## config.mk

```make
export PLATFORM = sky130hd
export DESIGN_NAME = vrc_top
export DESIGN_NICKNAME = d
export VERILOG_FILES = /design/src/vrc_dummy_guard.sv /design/src/vrc_pkg.sv /design/src/vrc_top.sv /design/src/vrc_sync.sv /design/src/vrc_pulse.sv
export SDC_FILE = /design/constraint.sdc
export NUM_CORES = 2
export LEC_CHECK = 0
export BUFFER_PORTS_ARGS = -buffer_cell sky130_fd_sc_hd__buf_2
export CAP_MARGIN = 20
export CORE_ASPECT_RATIO = 0.5
export CORE_UTILIZATION = 40
export DETAILED_ROUTE_END_ITERATION = 8
export GPL_TIMING_DRIVEN = 0
export PLACE_DENSITY = 0.6
export SYNTH_ARGS = -nofsm -noshare
export SYNTH_HDL_FRONTEND = slang
export SYNTH_HIERARCHICAL = 1
export SYNTH_SLANG_ARGS = --single-unit
```

## constraint.sdc

```tcl
create_clock -name i_mclk -period 20.2 [get_ports i_mclk]
set_clock_uncertainty 0.05 [all_clocks]
set_input_delay 0 -clock i_mclk [delete_from_list [all_inputs] [get_ports i_mclk]]
set_output_delay 0 -clock i_mclk [all_outputs]
set_load 0.005 [all_outputs]
```

## src/vrc_dummy_guard.sv

```systemverilog
`timescale 1ns/1ps
`default_nettype none
`default_nettype wire

```

## src/vrc_pkg.sv

```systemverilog
// Shared constants and carrier types of the voice recorder control block.
package vrc_pkg;

   // Address/mode input width and the storage array row range.
   localparam int          ADDR_W     = 10;
   localparam logic [9:0]  ROW_FIRST  = 10'h000;
   localparam logic [9:0]  ROW_LAST   = 10'h3FF;

   // Register port: word index, data width and offsets.
   localparam int          REG_AW     = 4;
   localparam int          REG_DW     = 16;
   localparam logic [3:0]  REG_STATUS = 4'h0;
   localparam logic [3:0]  REG_MASK   = 4'h1;
   localparam logic [3:0]  REG_CTRL   = 4'h2;
   localparam logic [3:0]  REG_STATE  = 4'h3;

   // Status and mask bit positions.
   localparam int          ST_MSG_END = 0;
   localparam int          ST_OVF     = 1;
   localparam int          ST_SUPPLY  = 2;
   localparam int          ST_DONE    = 3;
   localparam int          ST_W       = 4;

   // Control bit positions and reset values.
   localparam int          CTRL_EXT_CLK   = 0;
   localparam logic [3:0]  STATUS_RESET   = 4'h0;
   localparam logic [3:0]  MASK_RESET     = 4'h0;
   localparam logic        CTRL_EXT_RESET = 1'b0;

   // Mode bit positions on the address/mode inputs.
   localparam int          MB_M0 = 0;
   localparam int          MB_M1 = 1;
   localparam int          MB_M3 = 3;
   localparam int          MB_M4 = 4;
   localparam int          MB_M5 = 5;
   localparam int          MB_M6 = 6;

   // Timing, derived from the 40 ns master clock period.
   localparam int          MCLK_PERIOD_NS   = 40;
   localparam int          SAMPLE_PERIOD_NS = 125000;
   localparam int          SAMPLE_CYCLES    = SAMPLE_PERIOD_NS / MCLK_PERIOD_NS;
   localparam int          EOM_PULSE_NS     = 1000;
   localparam int          EOM_CYCLES       = EOM_PULSE_NS / MCLK_PERIOD_NS;
   localparam int          OVF_PULSE_NS     = 1000;
   localparam int          OVF_CYCLES       = OVF_PULSE_NS / MCLK_PERIOD_NS;
   localparam int          SAMPLES_PER_ROW  = 8;
   localparam int          PULSE_W          = 8;

   typedef enum logic [1:0] {ST_IDLE, ST_RECORD, ST_PLAY} vrc_state_t;

   // Latched operational modes.
   typedef struct packed {
      logic m6;
      logic m5;
      logic m4;
      logic m3;
      logic m1;
      logic m0;
   } vrc_mode_t;

   // One register port request.
   typedef struct packed {
      logic              wr;
      logic              rd;
      logic [3:0]        addr;
      logic [15:0]       wdata;
   } vrc_reg_req_t;

endpackage : vrc_pkg

```

## src/vrc_top.sv

```systemverilog
// Summary of operation
// - Top address bits not both high: start address.
// - Address latched on strobe fall; inputs only.
// - Both top bits high: latch combinable mode bits.
// - Aux routed: strobe high, play, idle/overflowed.
// - Speaker held at ground recording or asleep.
// - Full pulses low, then mirrors strobe.
// - Strobe low enables; select latched on fall.
// - Sleep request returns pointer to start.
// - End marker written when strobe or sleep stops a recording with M1 clear.
// - Message end pulses low fixed time.
// - Low supply: message end low, play only.
// - Push-button mode: message end shows busy.
// - External clock pulled down; 1024 kHz precision.
// - Select picks play/record; record stop conditions.
// - Playback until marker; strobe low continues.
// - External clock divided by two internally.
//
// The plain strobed port and the placing of the registers were chosen for this implementation.
`timescale 1ns/1ps
`default_nettype none
module vrc_top (
   input  wire logic                 i_mclk,            // Master clock, 25 MHz.
   input  wire logic                 i_rst,             // Synchronous reset, high.
   input  wire logic                 i_clk_en,          // Freezes all state when low.
   input  wire logic                 i_strobe_n,        // Cycle strobe, active low.
   input  wire logic                 i_sleep_request,   // Standby / pointer reset.
   input  wire logic                 i_play_not_record, // High play, low record.
   input  wire logic [9:0]           i_address_mode_inputs, // Address or mode bits.
   input  wire logic                 i_supply_low,      // Supply detector output.
   input  wire logic                 i_sample_clock_in, // Optional external clock.
   input  wire vrc_pkg::vrc_reg_req_t i_reg,            // Register port request.
   output logic [15:0]               o_reg_rdata,       // Read data, next cycle.
   output logic                      o_memory_full_n,   // Overflow, active low.
   output logic                      o_msg_end_n,       // Message end indicator.
   output logic                      o_aux_route,       // Aux input to speaker.
   output logic                      o_speaker_pair_mute, // Speakers at ground.
   output logic                      o_recording,       // Record cycle active.
   output logic                      o_playing,         // Playback cycle active.
   output logic                      o_irq              // Level interrupt.
);
   import vrc_pkg::*;

   logic [14:0]      pins_s;
   logic             strobe_s, sleep_s, select_s, supply_s, ext_s;
   logic             strobe_act, sleep_act;
   logic [9:0]       addr_s;
   logic             strobe_q, ext_q, ext_div;
   logic             strobe_fall, is_mode, sample_tick, row_tick;
   logic [11:0]      int_count;
   logic [3:0]       row_count;
   vrc_state_t       state;
   vrc_mode_t        mode, next_mode;
   logic [9:0]       ptr;
   logic             play_sel, last_sel;
   logic             marks [0:1023];
   logic             start, at_end, mark_hit, pass_mark, rec_stop, rec_pin_stop;
   logic             play_stop, ovf_evt, eom_evt, eom_active, ovf_active;
   logic             ovf_hit, supply_lock;
   logic [ST_W-1:0]  status, mask, events;
   logic             ctrl_ext;

   // Every pin passes two flops before the edge logic looks at it. Strobe and
   // sleep request travel inverted, so the cleared flops read as strobe idle and
   // standby, and no false strobe edge follows reset.
   vrc_sync #(.W(15)) u_sync (
      .i_mclk   (i_mclk),
      .i_rst    (i_rst),
      .i_clk_en (i_clk_en),
      .i_async  ({~i_strobe_n, ~i_sleep_request, i_play_not_record, i_supply_low,
                  i_sample_clock_in, i_address_mode_inputs}),
      .o_sync   (pins_s)
   );

   assign {strobe_act, sleep_act, select_s, supply_s, ext_s, addr_s} = pins_s;
   assign strobe_s = ~strobe_act;
   assign sleep_s  = ~sleep_act;

   // Edge history of the synchronised strobe and external clock.
   always_ff @(posedge i_mclk)
   begin
      if (i_rst)
      begin
         strobe_q <= 1'b1;
         ext_q    <= 1'b0;
      end
      else if (i_clk_en)
      begin
         strobe_q <= strobe_s;
         ext_q    <= ext_s;
      end
   end

   assign strobe_fall = strobe_q & ~strobe_s;
   assign is_mode     = addr_s[9] & addr_s[8];

   // Mode bits; M2 is reserved and ignored.
   always_comb
   begin
      next_mode.m0 = addr_s[MB_M0];
      next_mode.m1 = addr_s[MB_M1];
      next_mode.m3 = addr_s[MB_M3];
      next_mode.m4 = addr_s[MB_M4];
      next_mode.m5 = addr_s[MB_M5];
      next_mode.m6 = addr_s[MB_M6];
   end

   // Sample clock: the external clock is halved so its duty cycle does not matter;
   // with ctrl_ext clear the internal divider sets the rate, whatever the input does.
   always_ff @(posedge i_mclk)
   begin
      if (i_rst)
      begin
         ext_div   <= 1'b0;
         int_count <= '0;
      end
      else if (i_clk_en)
      begin
         if (ext_s & ~ext_q)
            ext_div <= ~ext_div;
         if (int_count == 12'(SAMPLE_CYCLES - 1))
            int_count <= '0;
         else
            int_count <= int_count + 1'b1;
      end
   end

   assign sample_tick = ctrl_ext ? (ext_s & ~ext_q & ext_div)
                                 : (int_count == 12'(SAMPLE_CYCLES - 1));

   // Row pacing: the pointer steps once per group of samples.
   always_ff @(posedge i_mclk)
   begin
      if (i_rst)
         row_count <= '0;
      else if (i_clk_en)
      begin
         if (state == ST_IDLE)
            row_count <= '0;
         else if (sample_tick)
            row_count <= (row_count == 4'(SAMPLES_PER_ROW - 1)) ? 4'h0 : row_count + 1'b1;
      end
   end

   assign row_tick = sample_tick && (row_count == 4'(SAMPLES_PER_ROW - 1))
                     && (state != ST_IDLE);

   // Cycle events.
   assign start        = strobe_fall & ~sleep_s & (state == ST_IDLE)
                         & (select_s | ~supply_lock);
   assign at_end       = row_tick & (ptr == ROW_LAST);
   assign rec_pin_stop = (state == ST_RECORD) & (strobe_s | sleep_s);
   assign rec_stop     = rec_pin_stop | ((state == ST_RECORD) & at_end);
   assign pass_mark    = ~strobe_s;
   assign mark_hit     = (state == ST_PLAY) & row_tick & marks[ptr];
   assign play_stop    = (state == ST_PLAY)
                         & (sleep_s | (mode.m5 & strobe_s)
                            | (mark_hit & ~pass_mark) | (at_end & ~mode.m3));
   assign ovf_evt      = at_end & ~((state == ST_PLAY) & mode.m3);
   assign eom_evt      = mark_hit | (rec_pin_stop & ~mode.m1);

   // Cycle state: the select latched at the strobe fall picks the cycle.
   always_ff @(posedge i_mclk)
   begin
      if (i_rst)
         state <= ST_IDLE;
      else if (i_clk_en)
      begin
         case (state)
            ST_IDLE:   if (start) state <= select_s ? ST_PLAY : ST_RECORD;
            ST_RECORD: if (rec_stop) state <= ST_IDLE;
            ST_PLAY:   if (play_stop) state <= ST_IDLE;
            default:   state <= ST_IDLE;
         endcase
      end
   end

   // Latched modes and select; the pins themselves are never driven.
   always_ff @(posedge i_mclk)
   begin
      if (i_rst)
      begin
         mode     <= '0;
         play_sel <= 1'b0;
         last_sel <= 1'b0;
      end
      else if (i_clk_en && strobe_fall)
      begin
         mode     <= is_mode ? next_mode : '0;
         play_sel <= select_s;
         last_sel <= play_sel;
      end
   end

   // Address pointer.
   always_ff @(posedge i_mclk)
   begin
      if (i_rst)
         ptr <= ROW_FIRST;
      else if (i_clk_en)
      begin
         if (sleep_s)
            ptr <= ROW_FIRST;
         else if (start)
         begin
            if (!is_mode)
               ptr <= addr_s;
            else if (!next_mode.m4 || (select_s != play_sel && !next_mode.m6))
               ptr <= ROW_FIRST;
         end
         else if (mark_hit && !pass_mark && !mode.m4)
            ptr <= ROW_FIRST;
         else if (row_tick)
            ptr <= at_end ? ROW_FIRST : ptr + 1'b1;
      end
   end

   // Marker store: a recorded row loses its old marker, a pin stop with M1 clear sets one.
   always_ff @(posedge i_mclk)
   begin
      if (i_clk_en && state == ST_RECORD)
      begin
         if (rec_pin_stop && !mode.m1)
            marks[ptr] <= 1'b1;
         else if (row_tick)
            marks[ptr] <= 1'b0;
      end
   end

   vrc_pulse #(.LEN(EOM_CYCLES)) u_eom_pulse (
      .i_mclk   (i_mclk),
      .i_rst    (i_rst),
      .i_clk_en (i_clk_en),
      .i_load   (eom_evt),
      .o_active (eom_active)
   );

   vrc_pulse #(.LEN(OVF_CYCLES)) u_ovf_pulse (
      .i_mclk   (i_mclk),
      .i_rst    (i_rst),
      .i_clk_en (i_clk_en),
      .i_load   (ovf_evt),
      .o_active (ovf_active)
   );

   // Overflow and supply locks; only a sleep request clears overflow.
   always_ff @(posedge i_mclk)
   begin
      if (i_rst)
      begin
         ovf_hit     <= 1'b0;
         supply_lock <= 1'b0;
      end
      else if (i_clk_en)
      begin
         if (ovf_evt)
            ovf_hit <= 1'b1;
         else if (sleep_s)
            ovf_hit <= 1'b0;
         if (supply_s)
            supply_lock <= 1'b1;
      end
   end

   // Pin outputs, all registered.
   always_ff @(posedge i_mclk)
   begin
      if (i_rst)
      begin
         o_memory_full_n     <= 1'b1;
         o_msg_end_n         <= 1'b1;
         o_aux_route         <= 1'b0;
         o_speaker_pair_mute <= 1'b1;
         o_recording         <= 1'b0;
         o_playing           <= 1'b0;
      end
      else if (i_clk_en)
      begin
         o_memory_full_n     <= ~(ovf_evt | ovf_active) & (~ovf_hit | strobe_s);
         o_msg_end_n         <= mode.m6 ? (state != ST_IDLE)
                                        : ~(eom_evt | eom_active | supply_lock);
         o_aux_route         <= strobe_s & select_s & ((state != ST_PLAY) | ovf_hit);
         o_speaker_pair_mute <= (state == ST_RECORD) | sleep_s;
         o_recording         <= (state == ST_RECORD);
         o_playing           <= (state == ST_PLAY);
      end
   end

   // Sticky status: an event in the clearing cycle wins over the clear.
   assign events = {~(rec_stop | play_stop) ? 1'b0 : 1'b1, supply_s & ~supply_lock,
                    ovf_evt, eom_evt};

   always_ff @(posedge i_mclk)
   begin
      if (i_rst)
      begin
         status   <= STATUS_RESET;
         mask     <= MASK_RESET;
         ctrl_ext <= CTRL_EXT_RESET;
      end
      else if (i_clk_en)
      begin
         if (i_reg.wr && i_reg.addr == REG_STATUS)
            status <= (status & ~i_reg.wdata[ST_W-1:0]) | events;
         else
            status <= status | events;
         if (i_reg.wr && i_reg.addr == REG_MASK)
            mask <= i_reg.wdata[ST_W-1:0];
         if (i_reg.wr && i_reg.addr == REG_CTRL)
            ctrl_ext <= i_reg.wdata[CTRL_EXT_CLK];
      end
   end

   // Read data one cycle after the strobe; unmapped words read zero.
   always_ff @(posedge i_mclk)
   begin
      if (i_rst)
      begin
         o_reg_rdata <= '0;
         o_irq       <= 1'b0;
      end
      else if (i_clk_en)
      begin
         o_irq <= |(status & mask);
         if (i_reg.rd)
         begin
            case (i_reg.addr)
               REG_STATUS: o_reg_rdata <= {12'h000, status};
               REG_MASK:   o_reg_rdata <= {12'h000, mask};
               REG_CTRL:   o_reg_rdata <= {15'h0000, ctrl_ext};
               REG_STATE:  o_reg_rdata <= {supply_lock, ovf_hit, play_sel, state, mode[5:1],
                                           ptr[5:0]} ^ {10'h000, 6'h00}
                                           | {10'h000, 6'h00};
               default:    o_reg_rdata <= '0;
            endcase
         end
         else
            o_reg_rdata <= '0;
      end
   end
endmodule : vrc_top
`default_nettype wire

```

## src/vrc_sync.sv

```systemverilog
`timescale 1ns/1ps
`default_nettype none
// Two flip-flop synchroniser for a group of pin inputs.
module vrc_sync #(
   parameter int W = 1
) (
   input  wire logic         i_mclk,   // Master clock.
   input  wire logic         i_rst,    // Synchronous reset.
   input  wire logic         i_clk_en, // Clock enable.
   input  wire logic [W-1:0] i_async,  // Raw pin levels.
   output logic      [W-1:0] o_sync    // Synchronised levels.
);
   logic [W-1:0] meta;

   // The first stage is read by the second stage only.
   always_ff @(posedge i_mclk)
   begin
      if (i_rst)
      begin
         meta   <= '0;
         o_sync <= '0;
      end
      else if (i_clk_en)
      begin
         meta   <= i_async;
         o_sync <= meta;
      end
   end
endmodule : vrc_sync
`default_nettype wire

```

## src/vrc_pulse.sv

```systemverilog
`timescale 1ns/1ps
`default_nettype none
// Fixed-length pulse timer: a load starts a pulse of LEN cycles.
module vrc_pulse #(
   parameter int LEN = 1
) (
   input  wire logic i_mclk,   // Master clock.
   input  wire logic i_rst,    // Synchronous reset.
   input  wire logic i_clk_en, // Clock enable.
   input  wire logic i_load,   // Start or restart the pulse.
   output logic      o_active  // High while the pulse runs.
);
   import vrc_pkg::*;

   localparam logic [PULSE_W-1:0] LEN_V = PULSE_W'(LEN);
   logic [PULSE_W-1:0] count;

   // A reload during a pulse restarts it so back-to-back events stretch it.
   always_ff @(posedge i_mclk)
   begin
      if (i_rst)
         count <= '0;
      else if (i_clk_en)
      begin
         if (i_load)
            count <= LEN_V;
         else if (count != '0)
            count <= count - 1'b1;
      end
   end

   assign o_active = (count != '0);
endmodule : vrc_pulse
`default_nettype wire

```

==> impl_metrics.toml <==
[worst_hold_path]
hp-class = "in2reg"

[route]
drt.antenna.violating_nets = 0
vias_per_cell = 6.025
drc = 0
vias = 34840
dr.pass1.iters = 7
routedWlPerCell_um = 30.97
drtIter0Drc = 5850
routed_wl_um = 179100

[sta]
tns_ns = 0
worstMarginPinSlew_ns = 1.355
fin_crit_sh = 0.3460
max_freq_ghz = 0.1431
whs_ns = 0.04057
drv_slew = 0
setup-violations-final = 0
period_needed_ns = 6.989
hold_viol = 0
rsz0062_at_grt = "no"
worst_slew_margin_rel = 0.09650

[synthesis]
ys_warn_count = 6
ys_types = 77
synthArstFlopShare = 0
synth.avg_cell_area_um2 = 13.40
ys_ff_latch = 1151
yosysSeqAreaShare = 0.6633
syn_area_um2 = 50190
synthFlopType = "edfxtp_1"
syn_nets = 3796
synth_edf_count = 1024
postSynthCellCount = 3745

[setup_path]
crit_top_cell = "buf_2"
critical-path-max-stage-delay_ns = 0.85
start_kind = "flip-flop"
crit_fanout = 10
crit_chain = "buf_4, buf_2, buf_2, buf_2, mux4_2, a22oi_1, nand3_1, a32oi_1, nand3_1, a31oi_1, a31oi_1, a21oi_1, inv_1, nor4b_2, a21oi_1, nand2_1, mux2_2"
crit_slowest_cell = "a31oi_1"
arrival_ns = 7.56
r2r_slack_ns = 13.21
worstPathRequired_ns = 20.77
worst-setup-path-type = "reg2reg"
cp-end-kind = "flip-flop"

[clocking]
clk_pin_slew_ns = 0.07
root_buffer = "clkbuf_16"
h-tree-depth = 3
cts_buffers = 110
clk-insertion-delay-late_ns = 0.74
clock_path_buffers = 3
cts.repair.resized = 0
cts_num_sinks = 1151
cts_tree = "done"

[grt]
grt_max_degree = 115
busiest_layer = "met2"
use_met1 = 0.3799
grtUsageMet3 = 0.09266
antenna_found_initial = 4
grtUsageTotal = 0.2804
grt-ovfl-total = 0
first_global_vias = 32954
use_met2 = 0.4172
grt_pass1_wl_um = 247400

[finish]
utilization = 0.4638
syn_to_final_growth_pct = 14.49
most-common-layout-cells = "nor2_1 (1147), edfxtp_1 (1024), clkbuf_1 (256)"
final_common_cell = "nor2_1"
finalNetCount = 4063
fin_area_um2 = 57460
layout-drive-gt1-share = 0.1419

[floorplan]
die-area_um2 = 127000
die_w_um = 502.9
core_um2 = 123900
rows = 91
ios = 63
chipHeight_um = 252.5
initial_core_util = 0.4051

[pwr]
cellLeakagePower_nw = 19.99
power.internal_mw = 3.842
seqPwrFrac = 0.528
ir_drop_v = 0.00007096
total_power_mw = 4.922
power.share.clock = 0.437
p_per_area_nw_per_um2 = 85.66
pwr-share-comb = 0.035
p_sw_frac = 0.2193
p_switching_mw = 1.080

[place]
hpwl_um = 121900
routabilityCongestion = 0.9841
dpl_cell_area_um2 = 53030
numPortBuffers = 50

[flow_run]
drv_cap = 0

[run_status]
status = "complete, no violations"
## registers in the layout, summed over array words and instances (netlist names), 2 cells and up, named ones only
register / count
status: 4
o_reg_rdata: 16
ptr: 10
state: 2
u_sync/meta: 15
mode: 5
marks: 1024
u_sync/o_sync: 15
mask: 4
row_count: 4
u_ovf_pulse/count: 8
u_eom_pulse/count: 8
int_count: 12
## timing repair
item | in CTS | in global routing
hold buffers | 74 | 0
hold endpoints to repair | 71 | 0
buffers inserted | 0 | 0
## power groups by stage
stage               sequential (mW)  combinational [mW]  clock, mW
finish                         2.60               0.173       2.15
global route                   2.60               0.190       2.23
CTS                            2.60               0.173       2.14
detailed placement             2.65               0.158          0
global placement               2.65               0.156          0
floorplan                      2.64               0.129          0
## synth_stat cells, types with 16 or more instances
cell | instances | share of area
nor2_1 | 1147 | 0.086
edfxtp_1 | 1024 | 0.61
clkbuf_1 | 241 | 0.018
mux4_2 | 216 | 0.097
nand2_1 | 152 | 0.011
mux2i_1 | 146 | 0.029
dfxtp_1 | 127 | 0.051
a22oi_1 | 93 | 0.014
nand3_1 | 72 | 0.0072
a21oi_1 | 62 | 0.0062
buf_2 | 32 | 0.0032
nor2b_1 | 30 | 0.0037
inv_1 | 28 | 0.0021
o21ai_0 | 27 | 0.0027
nor3_1 | 24 | 0.0024
buf_6 | 21 | 0.0047
a31oi_1 | 20 | 0.0025
buf_4 | 20 | 0.0030
nand4_1 | 19 | 0.0024
mux2_2 | 16 | 0.0036
## logic make-up (layout without fill, tap and decap cells)
family	after synthesis	count (layout)	synth area share
AO/OA/AOI/OAI	301	301	0.04176
XOR/XNOR	16	16	0.002792
adder cells (fa/ha/maj)	11	11	0.002742
buffers and inverters	350	713	0.03281
flip-flops	1151	1151	0.6633
multiplexers	378	378	0.1296
other	0	1	0
AND/OR/NAND/NOR	1538	1538	0.1269
## worst max-delay path, delay by kind of cell, from the launching register on
| kind | cells | cell delay [ns] |
|---|---|---|
| AOI/OAI and AO/OA | 6 | 2.46 |
| DFF | 1 | 0.42 |
| and+or+nand+nor | 4 | 0.90 |
| buffers and inverters | 5 | 2.24 |
| muxes | 2 | 0.77 |
## worst paths after layout
kind                                       end                startpoint  cells after the start
max          u_eom_pulse/count[6]$_SDFFE_PP0P_                 flip-flop                     17
min                     status[1]$_SDFFE_PP0P_                  i_reg[1]                      5
max reg2reg  u_eom_pulse/count[6]$_SDFFE_PP0P_                 flip-flop                     17
min reg2reg           o_aux_route$_SDFFE_PP0P_  o_aux_route$_SDFFE_PP0P_                      2
## per-stage QoR
| stage | instances | worst slack (ns) |
|---|---|---|
| 3_5_place_dp | 5496 | 13.46 |
| 2_1_floorplan | 3745 | 4.149 |
| 5_1_grt | 5782 | 13.07 |
| 6_report | 5783 | 13.21 |
| 4_1_cts | 5778 | 13.40 |
| 3_3_place_gp | 5469 | -4.568 |
## per-layer routing
metal,vias to the layer above,wire length [um]
li1,14219,-
met1,17994,70000
met2,2246,77920
met3,377,23450
met4,4,7639
met5,-,103
## layout make-up
| class | instances | area (um^2) |
|---|---|---|
| clock inverters | 82 | 810.8 |
| well taps | 1674 | 2095 |
| fillers | 11176 | 66420 |
| flip-flops and latches | 1151 | 33290 |
| multi-input cells | 2244 | 15270 |
| clock buffers | 126 | 2823 |
| inverters | 29 | 108.9 |
| repair buffers | 155 | 1523 |
| plain buffers | 321 | 1538 |
| diodes | 1 | 2.502 |
Power figures use the tool's default switching activity.
